File: config.mk
export PLATFORM = sky130hd
export DESIGN_NAME = dab_decoder
export DESIGN_NICKNAME = d
export VERILOG_FILES = /design/src/dab_pkg.sv /design/src/dab_decoder.sv
export SDC_FILE = /design/constraint.sdc
export NUM_CORES = 1
export LEC_CHECK = 0
export BUFFER_PORTS_ARGS = -buffer_cell sky130_fd_sc_hd__buf_2
export CAP_MARGIN = 20
export CORE_MARGIN = 10
export CORE_UTILIZATION = 55
export CTS_BUF_LIST = sky130_fd_sc_hd__clkbuf_8
export DETAILED_ROUTE_END_ITERATION = 10
export PLACE_DENSITY = 0.84
export SYNTH_ARGS = -nofsm -noshare
export SYNTH_HDL_FRONTEND = slang
export SYNTH_SLANG_ARGS = --single-unit
File: constraint.sdc
create_clock -name clk -period 5.15 [get_ports clk]
set_clock_uncertainty 0.2 [all_clocks]
set_input_delay 0 -clock clk [delete_from_list [all_inputs] [get_ports clk]]
set_output_delay 0 -clock clk [all_outputs]
set_load 0.01 [all_outputs]
File: src/dab_pkg.sv
// shared opcode patterns, decode types and reset values for the decoder
package dab_pkg;

	// ----------------------------------------------------------------
	// widths
	// ----------------------------------------------------------------
	localparam int WORD_W = 16;
	localparam int ACC_W = 32;

	// ----------------------------------------------------------------
	// opcode patterns: a word matches when (word & mask) == value
	// ----------------------------------------------------------------
	localparam logic [15:0] MSK_BYTE = 16'hff00;
	localparam logic [15:0] MSK_FULL = 16'hffff;
	localparam logic [15:0] MSK_JUMP = 16'hff80;
	localparam logic [15:0] PAT_AUX_ADD_SHORT_IMM = 16'h7e00;
	localparam logic [15:0] PAT_AUX_COMPARE_ZERO_REG = 16'hce50;
	localparam logic [15:0] MSK_AUX_COMPARE_ZERO_REG = 16'hfffc;
	localparam logic [15:0] PAT_PAGE_PTR_LOAD_IMM = 16'hc800;
	localparam logic [15:0] MSK_PAGE_PTR_LOAD_IMM = 16'hfe00;
	localparam logic [15:0] PAT_PAGE_PTR_LOAD_MEM = 16'h5200;
	localparam logic [15:0] PAT_AUX_POINTER_LOAD = 16'h5500;
	localparam logic [15:0] PAT_AUX_LOAD_LONG_IMM = 16'hd000;
	localparam logic [15:0] MSK_AUX_LOAD_LONG_IMM = 16'hf8ff;
	localparam logic [15:0] PAT_MCAND_LOAD_ACC_MOVE = 16'h3f00;
	localparam logic [15:0] PAT_MCAND_LOAD_PROD_TO_ACC = 16'h3e00;
	localparam logic [15:0] PAT_MCAND_LOAD_SUB_PROD = 16'h5b00;
	localparam logic [15:0] PAT_MULT_ACC_WITH_MOVE = 16'h7c00;
	localparam logic [15:0] PAT_MULT_ADD_PREV_PROD = 16'h3a00;
	localparam logic [15:0] PAT_MULT_SUB_PREV_PROD = 16'h3b00;
	localparam logic [15:0] PAT_PROD_ADD_TO_ACC = 16'hce14;
	localparam logic [15:0] PAT_JUMP_VIA_ACC = 16'hce25;
	localparam logic [15:0] PAT_JUMP_AUX_NONZERO = 16'hfb80;
	localparam logic [15:0] PAT_JUMP_FLAG_CLEAR = 16'hf880;
	localparam logic [15:0] PAT_JUMP_ACC_POSITIVE = 16'hf180;
	localparam logic [15:0] PAT_JUMP_ACC_NEGATIVE = 16'hf380;

	// ----------------------------------------------------------------
	// field positions
	// ----------------------------------------------------------------
	localparam int POS_INDIRECT = 7;
	localparam int POS_AUX_SEL = 8;

	// ----------------------------------------------------------------
	// types
	// ----------------------------------------------------------------
	typedef enum logic [4:0] {
		DAB_OP_NONE, DAB_OP_AUX_ADD_SHORT_IMM, DAB_OP_AUX_COMPARE_ZERO_REG,
		DAB_OP_PAGE_PTR_LOAD_IMM, DAB_OP_PAGE_PTR_LOAD_MEM, DAB_OP_AUX_POINTER_LOAD,
		DAB_OP_AUX_LOAD_LONG_IMM, DAB_OP_MCAND_LOAD_ACC_MOVE, DAB_OP_MCAND_LOAD_PROD_TO_ACC,
		DAB_OP_MCAND_LOAD_SUB_PROD, DAB_OP_MULT_ACC_WITH_MOVE, DAB_OP_MULT_ADD_PREV_PROD,
		DAB_OP_MULT_SUB_PREV_PROD, DAB_OP_PROD_ADD_TO_ACC, DAB_OP_JUMP_VIA_ACC,
		DAB_OP_JUMP_AUX_NONZERO, DAB_OP_JUMP_FLAG_CLEAR, DAB_OP_JUMP_ACC_POSITIVE,
		DAB_OP_JUMP_ACC_NEGATIVE
	} dab_op_t;

	typedef enum logic [1:0] {
		DAB_ST_FIRST = 2'b01,
		DAB_ST_SECOND = 2'b10
	} dab_state_t;

	typedef struct packed {
		dab_op_t op;
		logic [15:0] imm;
		logic [1:0] cmp_cond;
		logic indirect;
		logic [6:0] mem_field;
		logic [2:0] aux_sel;
	} dab_dec_t;

	// ----------------------------------------------------------------
	// reset values
	// ----------------------------------------------------------------
	localparam dab_dec_t RST_DEC = '{DAB_OP_NONE, 16'h0000, 2'h0, 1'b0, 7'h00, 3'h0};
	localparam logic [15:0] RST_WORD = 16'h0000;

endpackage : dab_pkg

File: src/dab_decoder.sv
// opcode decoder for auxiliary-register, multiplier and branch instruction groups
`timescale 1ns/1ps

module dab_decoder (
	// clock, reset, enable
	input wire logic clk,
	input wire logic reset_n,
	input wire logic clk_en,
	// fetched words
	input wire logic word_valid,
	input wire logic [15:0] word,
	// machine state for branch conditions
	input wire logic [15:0] aux_cur,
	input wire logic [31:0] acc,
	input wire logic test_control_flag,
	// decode result
	output dab_pkg::dab_dec_t dec,
	output logic dec_valid,
	output logic fetch_second,
	// program counter load
	output logic pc_load,
	output logic [15:0] pc_target,
	output logic branch_via_acc
);

	// ----------------------------------------------------------------
	// helpers
	// ----------------------------------------------------------------
	function automatic logic op_match(input logic [15:0] w, input logic [15:0] m,
		input logic [15:0] p);
		op_match = (w & m) == p;
	endfunction : op_match

	function automatic logic is_two_word(input dab_pkg::dab_op_t op);
		case (op)
			dab_pkg::DAB_OP_AUX_LOAD_LONG_IMM, dab_pkg::DAB_OP_MULT_ACC_WITH_MOVE,
			dab_pkg::DAB_OP_JUMP_AUX_NONZERO, dab_pkg::DAB_OP_JUMP_FLAG_CLEAR,
			dab_pkg::DAB_OP_JUMP_ACC_POSITIVE, dab_pkg::DAB_OP_JUMP_ACC_NEGATIVE:
				is_two_word = 1'b1;
			default:
				is_two_word = 1'b0;
		endcase
	endfunction : is_two_word

	function automatic logic is_jump(input dab_pkg::dab_op_t op);
		is_jump = (op == dab_pkg::DAB_OP_JUMP_AUX_NONZERO)
			|| (op == dab_pkg::DAB_OP_JUMP_FLAG_CLEAR)
			|| (op == dab_pkg::DAB_OP_JUMP_ACC_POSITIVE)
			|| (op == dab_pkg::DAB_OP_JUMP_ACC_NEGATIVE);
	endfunction : is_jump

	// ----------------------------------------------------------------
	// first-word decode
	// ----------------------------------------------------------------
	dab_pkg::dab_state_t state;
	dab_pkg::dab_dec_t held;
	dab_pkg::dab_op_t next_op;
	dab_pkg::dab_dec_t next_dec;
	logic take_first;
	logic take_second;
	logic cond_aux_nz;
	logic cond_flag_clear;
	logic cond_acc_pos;
	logic cond_acc_neg;
	logic next_cond;

	assign take_first = clk_en && word_valid && (state == dab_pkg::DAB_ST_FIRST);
	assign take_second = clk_en && word_valid && (state == dab_pkg::DAB_ST_SECOND);

	always_comb begin
		next_op = dab_pkg::DAB_OP_NONE;
		if (op_match(word, dab_pkg::MSK_BYTE, dab_pkg::PAT_AUX_ADD_SHORT_IMM)) begin
			next_op = dab_pkg::DAB_OP_AUX_ADD_SHORT_IMM;
		end else if (op_match(word, dab_pkg::MSK_AUX_COMPARE_ZERO_REG,
			dab_pkg::PAT_AUX_COMPARE_ZERO_REG)) begin
			next_op = dab_pkg::DAB_OP_AUX_COMPARE_ZERO_REG;
		end else if (op_match(word, dab_pkg::MSK_PAGE_PTR_LOAD_IMM,
			dab_pkg::PAT_PAGE_PTR_LOAD_IMM)) begin
			next_op = dab_pkg::DAB_OP_PAGE_PTR_LOAD_IMM;
		end else if (op_match(word, dab_pkg::MSK_BYTE, dab_pkg::PAT_PAGE_PTR_LOAD_MEM)) begin
			next_op = dab_pkg::DAB_OP_PAGE_PTR_LOAD_MEM;
		end else if (op_match(word, dab_pkg::MSK_BYTE, dab_pkg::PAT_AUX_POINTER_LOAD)) begin
			next_op = dab_pkg::DAB_OP_AUX_POINTER_LOAD;
		end else if (op_match(word, dab_pkg::MSK_AUX_LOAD_LONG_IMM,
			dab_pkg::PAT_AUX_LOAD_LONG_IMM)) begin
			next_op = dab_pkg::DAB_OP_AUX_LOAD_LONG_IMM;
		end else if (op_match(word, dab_pkg::MSK_BYTE, dab_pkg::PAT_MCAND_LOAD_ACC_MOVE)) begin
			next_op = dab_pkg::DAB_OP_MCAND_LOAD_ACC_MOVE;
		end else if (op_match(word, dab_pkg::MSK_BYTE,
			dab_pkg::PAT_MCAND_LOAD_PROD_TO_ACC)) begin
			next_op = dab_pkg::DAB_OP_MCAND_LOAD_PROD_TO_ACC;
		end else if (op_match(word, dab_pkg::MSK_BYTE, dab_pkg::PAT_MCAND_LOAD_SUB_PROD)) begin
			next_op = dab_pkg::DAB_OP_MCAND_LOAD_SUB_PROD;
		end else if (op_match(word, dab_pkg::MSK_BYTE, dab_pkg::PAT_MULT_ACC_WITH_MOVE)) begin
			next_op = dab_pkg::DAB_OP_MULT_ACC_WITH_MOVE;
		end else if (op_match(word, dab_pkg::MSK_BYTE, dab_pkg::PAT_MULT_ADD_PREV_PROD)) begin
			next_op = dab_pkg::DAB_OP_MULT_ADD_PREV_PROD;
		end else if (op_match(word, dab_pkg::MSK_BYTE, dab_pkg::PAT_MULT_SUB_PREV_PROD)) begin
			next_op = dab_pkg::DAB_OP_MULT_SUB_PREV_PROD;
		end else if (op_match(word, dab_pkg::MSK_FULL, dab_pkg::PAT_PROD_ADD_TO_ACC)) begin
			next_op = dab_pkg::DAB_OP_PROD_ADD_TO_ACC;
		end else if (op_match(word, dab_pkg::MSK_FULL, dab_pkg::PAT_JUMP_VIA_ACC)) begin
			next_op = dab_pkg::DAB_OP_JUMP_VIA_ACC;
		end else if (op_match(word, dab_pkg::MSK_JUMP, dab_pkg::PAT_JUMP_AUX_NONZERO)) begin
			next_op = dab_pkg::DAB_OP_JUMP_AUX_NONZERO;
		end else if (op_match(word, dab_pkg::MSK_JUMP, dab_pkg::PAT_JUMP_FLAG_CLEAR)) begin
			next_op = dab_pkg::DAB_OP_JUMP_FLAG_CLEAR;
		end else if (op_match(word, dab_pkg::MSK_JUMP, dab_pkg::PAT_JUMP_ACC_POSITIVE)) begin
			next_op = dab_pkg::DAB_OP_JUMP_ACC_POSITIVE;
		end else if (op_match(word, dab_pkg::MSK_JUMP, dab_pkg::PAT_JUMP_ACC_NEGATIVE)) begin
			next_op = dab_pkg::DAB_OP_JUMP_ACC_NEGATIVE;
		end
	end

	// operand fields; immediates that come from the first word are filled here
	always_comb begin
		next_dec = dab_pkg::RST_DEC;
		next_dec.op = next_op;
		next_dec.indirect = word[dab_pkg::POS_INDIRECT];
		next_dec.mem_field = word[6:0];
		next_dec.aux_sel = word[dab_pkg::POS_AUX_SEL +: 3];
		next_dec.cmp_cond = word[1:0];
		case (next_op)
			dab_pkg::DAB_OP_AUX_ADD_SHORT_IMM:
				next_dec.imm = {8'h00, word[7:0]};
			dab_pkg::DAB_OP_PAGE_PTR_LOAD_IMM:
				next_dec.imm = {7'h00, word[8:0]};
			default:
				next_dec.imm = 16'h0000;
		endcase
	end

	// ----------------------------------------------------------------
	// branch conditions, sampled with the second word
	// ----------------------------------------------------------------
	assign cond_aux_nz = aux_cur != 16'h0000;
	assign cond_flag_clear = !test_control_flag;
	assign cond_acc_pos = $signed(acc) > 32'sd0;
	assign cond_acc_neg = acc[31];

	always_comb begin
		case (held.op)
			dab_pkg::DAB_OP_JUMP_AUX_NONZERO:
				next_cond = cond_aux_nz;
			dab_pkg::DAB_OP_JUMP_FLAG_CLEAR:
				next_cond = cond_flag_clear;
			dab_pkg::DAB_OP_JUMP_ACC_POSITIVE:
				next_cond = cond_acc_pos;
			dab_pkg::DAB_OP_JUMP_ACC_NEGATIVE:
				next_cond = cond_acc_neg;
			default:
				next_cond = 1'b0;
		endcase
	end

	// ----------------------------------------------------------------
	// word sequencing
	// ----------------------------------------------------------------
	always_ff @(posedge clk or negedge reset_n) begin
		if (!reset_n) begin
			state <= dab_pkg::DAB_ST_FIRST;
		end else if (clk_en) begin
			case (state)
				dab_pkg::DAB_ST_FIRST: begin
					if (word_valid && is_two_word(next_op)) begin
						state <= dab_pkg::DAB_ST_SECOND;
					end
				end
				dab_pkg::DAB_ST_SECOND: begin
					if (word_valid) begin
						state <= dab_pkg::DAB_ST_FIRST;
					end
				end
				default:
					state <= dab_pkg::DAB_ST_FIRST;
			endcase
		end
	end

	// first word of a pair waits here until its second word arrives
	always_ff @(posedge clk or negedge reset_n) begin
		if (!reset_n) begin
			held <= dab_pkg::RST_DEC;
		end else if (take_first) begin
			held <= next_dec;
		end
	end

	always_ff @(posedge clk or negedge reset_n) begin
		if (!reset_n) begin
			fetch_second <= 1'b0;
		end else if (clk_en) begin
			fetch_second <= take_first ? is_two_word(next_op) : (fetch_second && !word_valid);
		end
	end

	// ----------------------------------------------------------------
	// decode result
	// ----------------------------------------------------------------
	always_ff @(posedge clk or negedge reset_n) begin
		if (!reset_n) begin
			dec <= dab_pkg::RST_DEC;
			dec_valid <= 1'b0;
		end else if (clk_en) begin
			if (take_first && !is_two_word(next_op)) begin
				dec <= next_dec;
				dec_valid <= 1'b1;
			end else if (take_second) begin
				dec <= held;
				dec.imm <= word;
				dec_valid <= 1'b1;
			end else begin
				dec_valid <= 1'b0;
			end
		end
	end

	// the counter is loaded only for a taken jump pair; the accumulator jump raises branch_via_acc instead
	always_ff @(posedge clk or negedge reset_n) begin
		if (!reset_n) begin
			pc_load <= 1'b0;
			pc_target <= dab_pkg::RST_WORD;
			branch_via_acc <= 1'b0;
		end else if (clk_en) begin
			pc_load <= take_second && is_jump(held.op) && next_cond;
			branch_via_acc <= take_first && (next_op == dab_pkg::DAB_OP_JUMP_VIA_ACC);
			if (take_second) begin
				pc_target <= word;
			end
		end
	end
endmodule : dab_decoder

==> load_flow_metrics.sql <==
INSERT INTO impl_metrics (metric_group, metric, value, unit) VALUES
('status', 'status', 'finished, final reports clean', ''),
('placement', 'port-buffer-count', '122', ''),
('cells_and_area', 'finalCoreUtilization', '70.96', '%'),
('synthesis', 'synthCells', '418', ''),
('power_and_ir_drop', 'power.share.combinational', '17.7', '%'),
('route', 'drtIter0Drc', '318', ''),
('power_and_ir_drop', 'power.leakage', '2.328', 'nW'),
('route', 'vias', '3848', ''),
('placement', 'number_of_placed_cells_counting_well_taps', '603', ''),
('clocking', 'post-cts-setup-buffer-count', '0', ''),
('power_and_ir_drop', 'power_per_cell_area', '261.9', 'mW/mm²'),
('cells_and_area', 'finish.cell_count_without_fillers', '640', ''),
('global_route', 'grt_antenna_before_repair', '0', ''),
('setup_path', 'worst_path_max_delay_cell', 'o31ai_4', ''),
('clocking', 'cts_root_buf', 'clkbuf_8', ''),
('route', 'finalWirelength', '11.77', 'mm'),
('cells_and_area', 'finalInstanceArea', '0.004821', 'mm²'),
('clocking', 'cts.reportedPaths.clkPinSlew', '70', 'ps'),
('timing', 'slew_headroom', '34.79', '%'),
('synthesis', 'synth_area_per_cell', '9.165', 'µm²'),
('placement', 'placement.cell_area', '0.004424', 'mm²'),
('global_route', 'grt_util_all_layers', '22.34', '%'),
('global_route', 'globalRouteOverflowTotal', '0', ''),
('min_path', 'hp-class', 'input port to asynchronous set/reset pin', ''),
('clocking', 'tritoncts', 'yes', ''),
('clocking', 'worst_skew_pair.late_latency', '360', 'ps'),
('global_route', 'vias_in_the_first_global_route', '3778', ''),
('timing', 'tns', '0', 'ps'),
('die', 'core_area', '0.006794', 'mm²'),
('synthesis', 'number_of_enable_flip_flop_cells_after_synthesis', '0', ''),
('timing', 'hold_viol', '0', ''),
('die', 'design.portCount', '123', ''),
('cells_and_area', 'n_antenna_cell', '0', ''),
('synthesis', 'asyncSetResetFlopFracSynth', '100.0', '%'),
('setup_path', 'crit_required', '5180', 'ps'),
('synthesis', 'synthesis.area', '0.003831', 'mm²'),
('clocking', 'clk_path_buf_depth', '2', ''),
('synthesis', 'synth.most_common_cell', 'nand2_1', ''),
('synthesis', 'synth_top_area_share', '45.07', '%'),
('cells_and_area', 'post_route_cells_drive_above_1_share', '30.88', '%'),
('power_and_ir_drop', 'power_switching', '0.3590', 'mW'),
('die', 'fp.dieArea', '0.01070', 'mm²'),
('timing', 'post-route-min-period', '3172', 'ps'),
('timing', 'fmax', '315.3', 'MHz'),
('cells_and_area', 'finalNetCount', '608', ''),
('route', 'dr.pass1.iters', '5', ''),
('cells_and_area', 'area.growth.synth_to_final', '25.83', '%'),
('placement', 'gp_routability_congestion', '0.9268', ''),
('setup_path', 'crit_chain', 'dlygate4sd3_1 > buf_2 > nand4b_1 > o32ai_1 > a32oi_1 > nand2_1 > o31ai_4 > mux2_1', ''),
('setup_path', 'arrival', '3210', 'ps'),
('power_and_ir_drop', 'seq_power_share', '48.9', '%'),
('power_and_ir_drop', 'cell_internal_pwr', '0.9034', 'mW'),
('synthesis', 'synth_seq_area_share', '45.75', '%'),
('global_route', 'grt_first_pass_wirelength', '18.85', 'mm'),
('power_and_ir_drop', 'power.ir.vdd_worst', '0.0002023', 'V'),
('power_and_ir_drop', 'pwr-share-clk', '33.4', '%'),
('clocking', 'post_cts_resize_count', '0', ''),
('synthesis', 'synth_top_cells_by_area', 'dfrtp_1 45%, nand2_1 8.2%, a311oi_1 3.4%', ''),
('timing', 'unrepaired_setup_endpoints_after_global_routing', 'no', ''),
('route', 'average_wire_per_cell_in_the_routed_design', '18.40', 'µm'),
('timing', 'final_max_slew_viol_count', '0', ''),
('setup_path', 'worstPathMaxFanout', '20', ''),
('timing', 'hold_ws', '144.3', 'ps'),
('synthesis', 'postSynthRegisterBits', '70', ''),
('die', 'die-width', '103.5', 'µm'),
('power_and_ir_drop', 'power_switching_share', '28.44', '%'),
('setup_path', 'setup.worst_path.end_class', 'flip-flop', ''),
('route', 'remaining_drc_errors', '0', ''),
('synthesis', 'yosys-top-cells-count', '84 x nand2_1, 69 x dfrtp_1, 22 x clkbuf_1, 21 x a31oi_1, 20 x inv_1', ''),
('setup_path', 'max_stage_delay', '840', 'ps'),
('die', 'initial_core_util', '56.39', '%');
-- metrics by stage --
step           power (mW)  setup slack, ps
2_1_floorplan      0.7393             2646
3_3_place_gp       0.8305             2323
3_5_place_dp       0.8394             2187
4_1_cts             1.268             1975
5_1_grt             1.320             1782
6_report            1.262             1978
-- kinds of logic after synthesis --
family / Yosys count / synth area share [%]
AO/OA/AOI/OAI: 97 / 18.55
XOR/XNOR: 1 / 0.2287
AND/OR/NAND/NOR: 175 / 23.58
multiplexers: 18 / 5.193
flip-flops: 70 / 45.75
buffers and inverters: 57 / 6.695
-- worst max-delay path: cells and delay by family --
kind	cells	cell delay (ps)
buf+inv	2	810
mux	1	390
simple gates	2	730
compound gates	3	1280
-- worst paths after layout --
path / start / end / slack [ps] / depth (start not counted)
min reg2reg: pc_target[0] / pc_target[0] / 280 / 2
min: reset_n / pc_target[11] / 140 / 3
max reg2reg: state[0] / dec[24] / 2190 / 5
max in group asynchronous: reset_n / dec[0] / 4000 / 3
max: word[8] / dec[7] / 1980 / 8
min in group clk: pc_target[0] / pc_target[0] / 280 / 2
-- state kept, by name, indices dropped and copies added (netlist names) --
signal          count
state               2
fetch_second        1
pc_target          16
dec                32
branch_via_acc      1
held               16
pc_load             1
dec_valid           1
-- power by group through the flow --
stage | Clock [mW] | Sequential [mW] | Combinational [mW]
floorplan | 0 | 0.639 | 0.101
global placement | 0 | 0.625 | 0.205
detailed placement | 0 | 0.627 | 0.212
CTS | 0.427 | 0.617 | 0.225
global route | 0.449 | 0.623 | 0.248
finish | 0.422 | 0.618 | 0.223
-- placed cells by master (no fill, tap or decap), drive strengths merged, types with 7 or more instances in the layout --
master / count
inv: 20
nor3: 7
buf: 127
nand2: 84
o211ai: 8
or4: 9
nor4: 12
mux2: 15
a21oi: 7
a31oi: 22
o21ai: 17
a311oi: 15
o31ai: 8
clkbuf: 12
dfrtp: 69
dlygate4sd3: 20
nor2: 16
-- cell type report --
cell class                      count  area, µm²
Fill cell                         513       1973
Multi-Input combinational cell    291       1836
Sequential cell                    70       1753
Timing Repair Buffer              147      852.1
Clock buffer                       12      165.2
Tap cell                           96      120.1
Inverter                           20      75.07
Clock inverter                      4      20.02
-- routing by layer --
metal | wire length, µm | vias up | share of wire [%] | global-route usage [%]
met5 | 0 | - | 0 | 0
met4 | 226 | 0 | 1.9 | 6.845
met3 | 1256 | 27 | 11 | 6.312
met2 | 5775 | 206 | 49 | 38.55
met1 | 4515 | 1835 | 38 | 26.32
li1 | - | 1780 | - | -
-- timing repair --
action                                  CTS  global route
endpoints found under the hold margin   127             0
hold buffers                             20             0
endpoints found under the setup margin    0             0
Power figures use the tool's default switching activity.
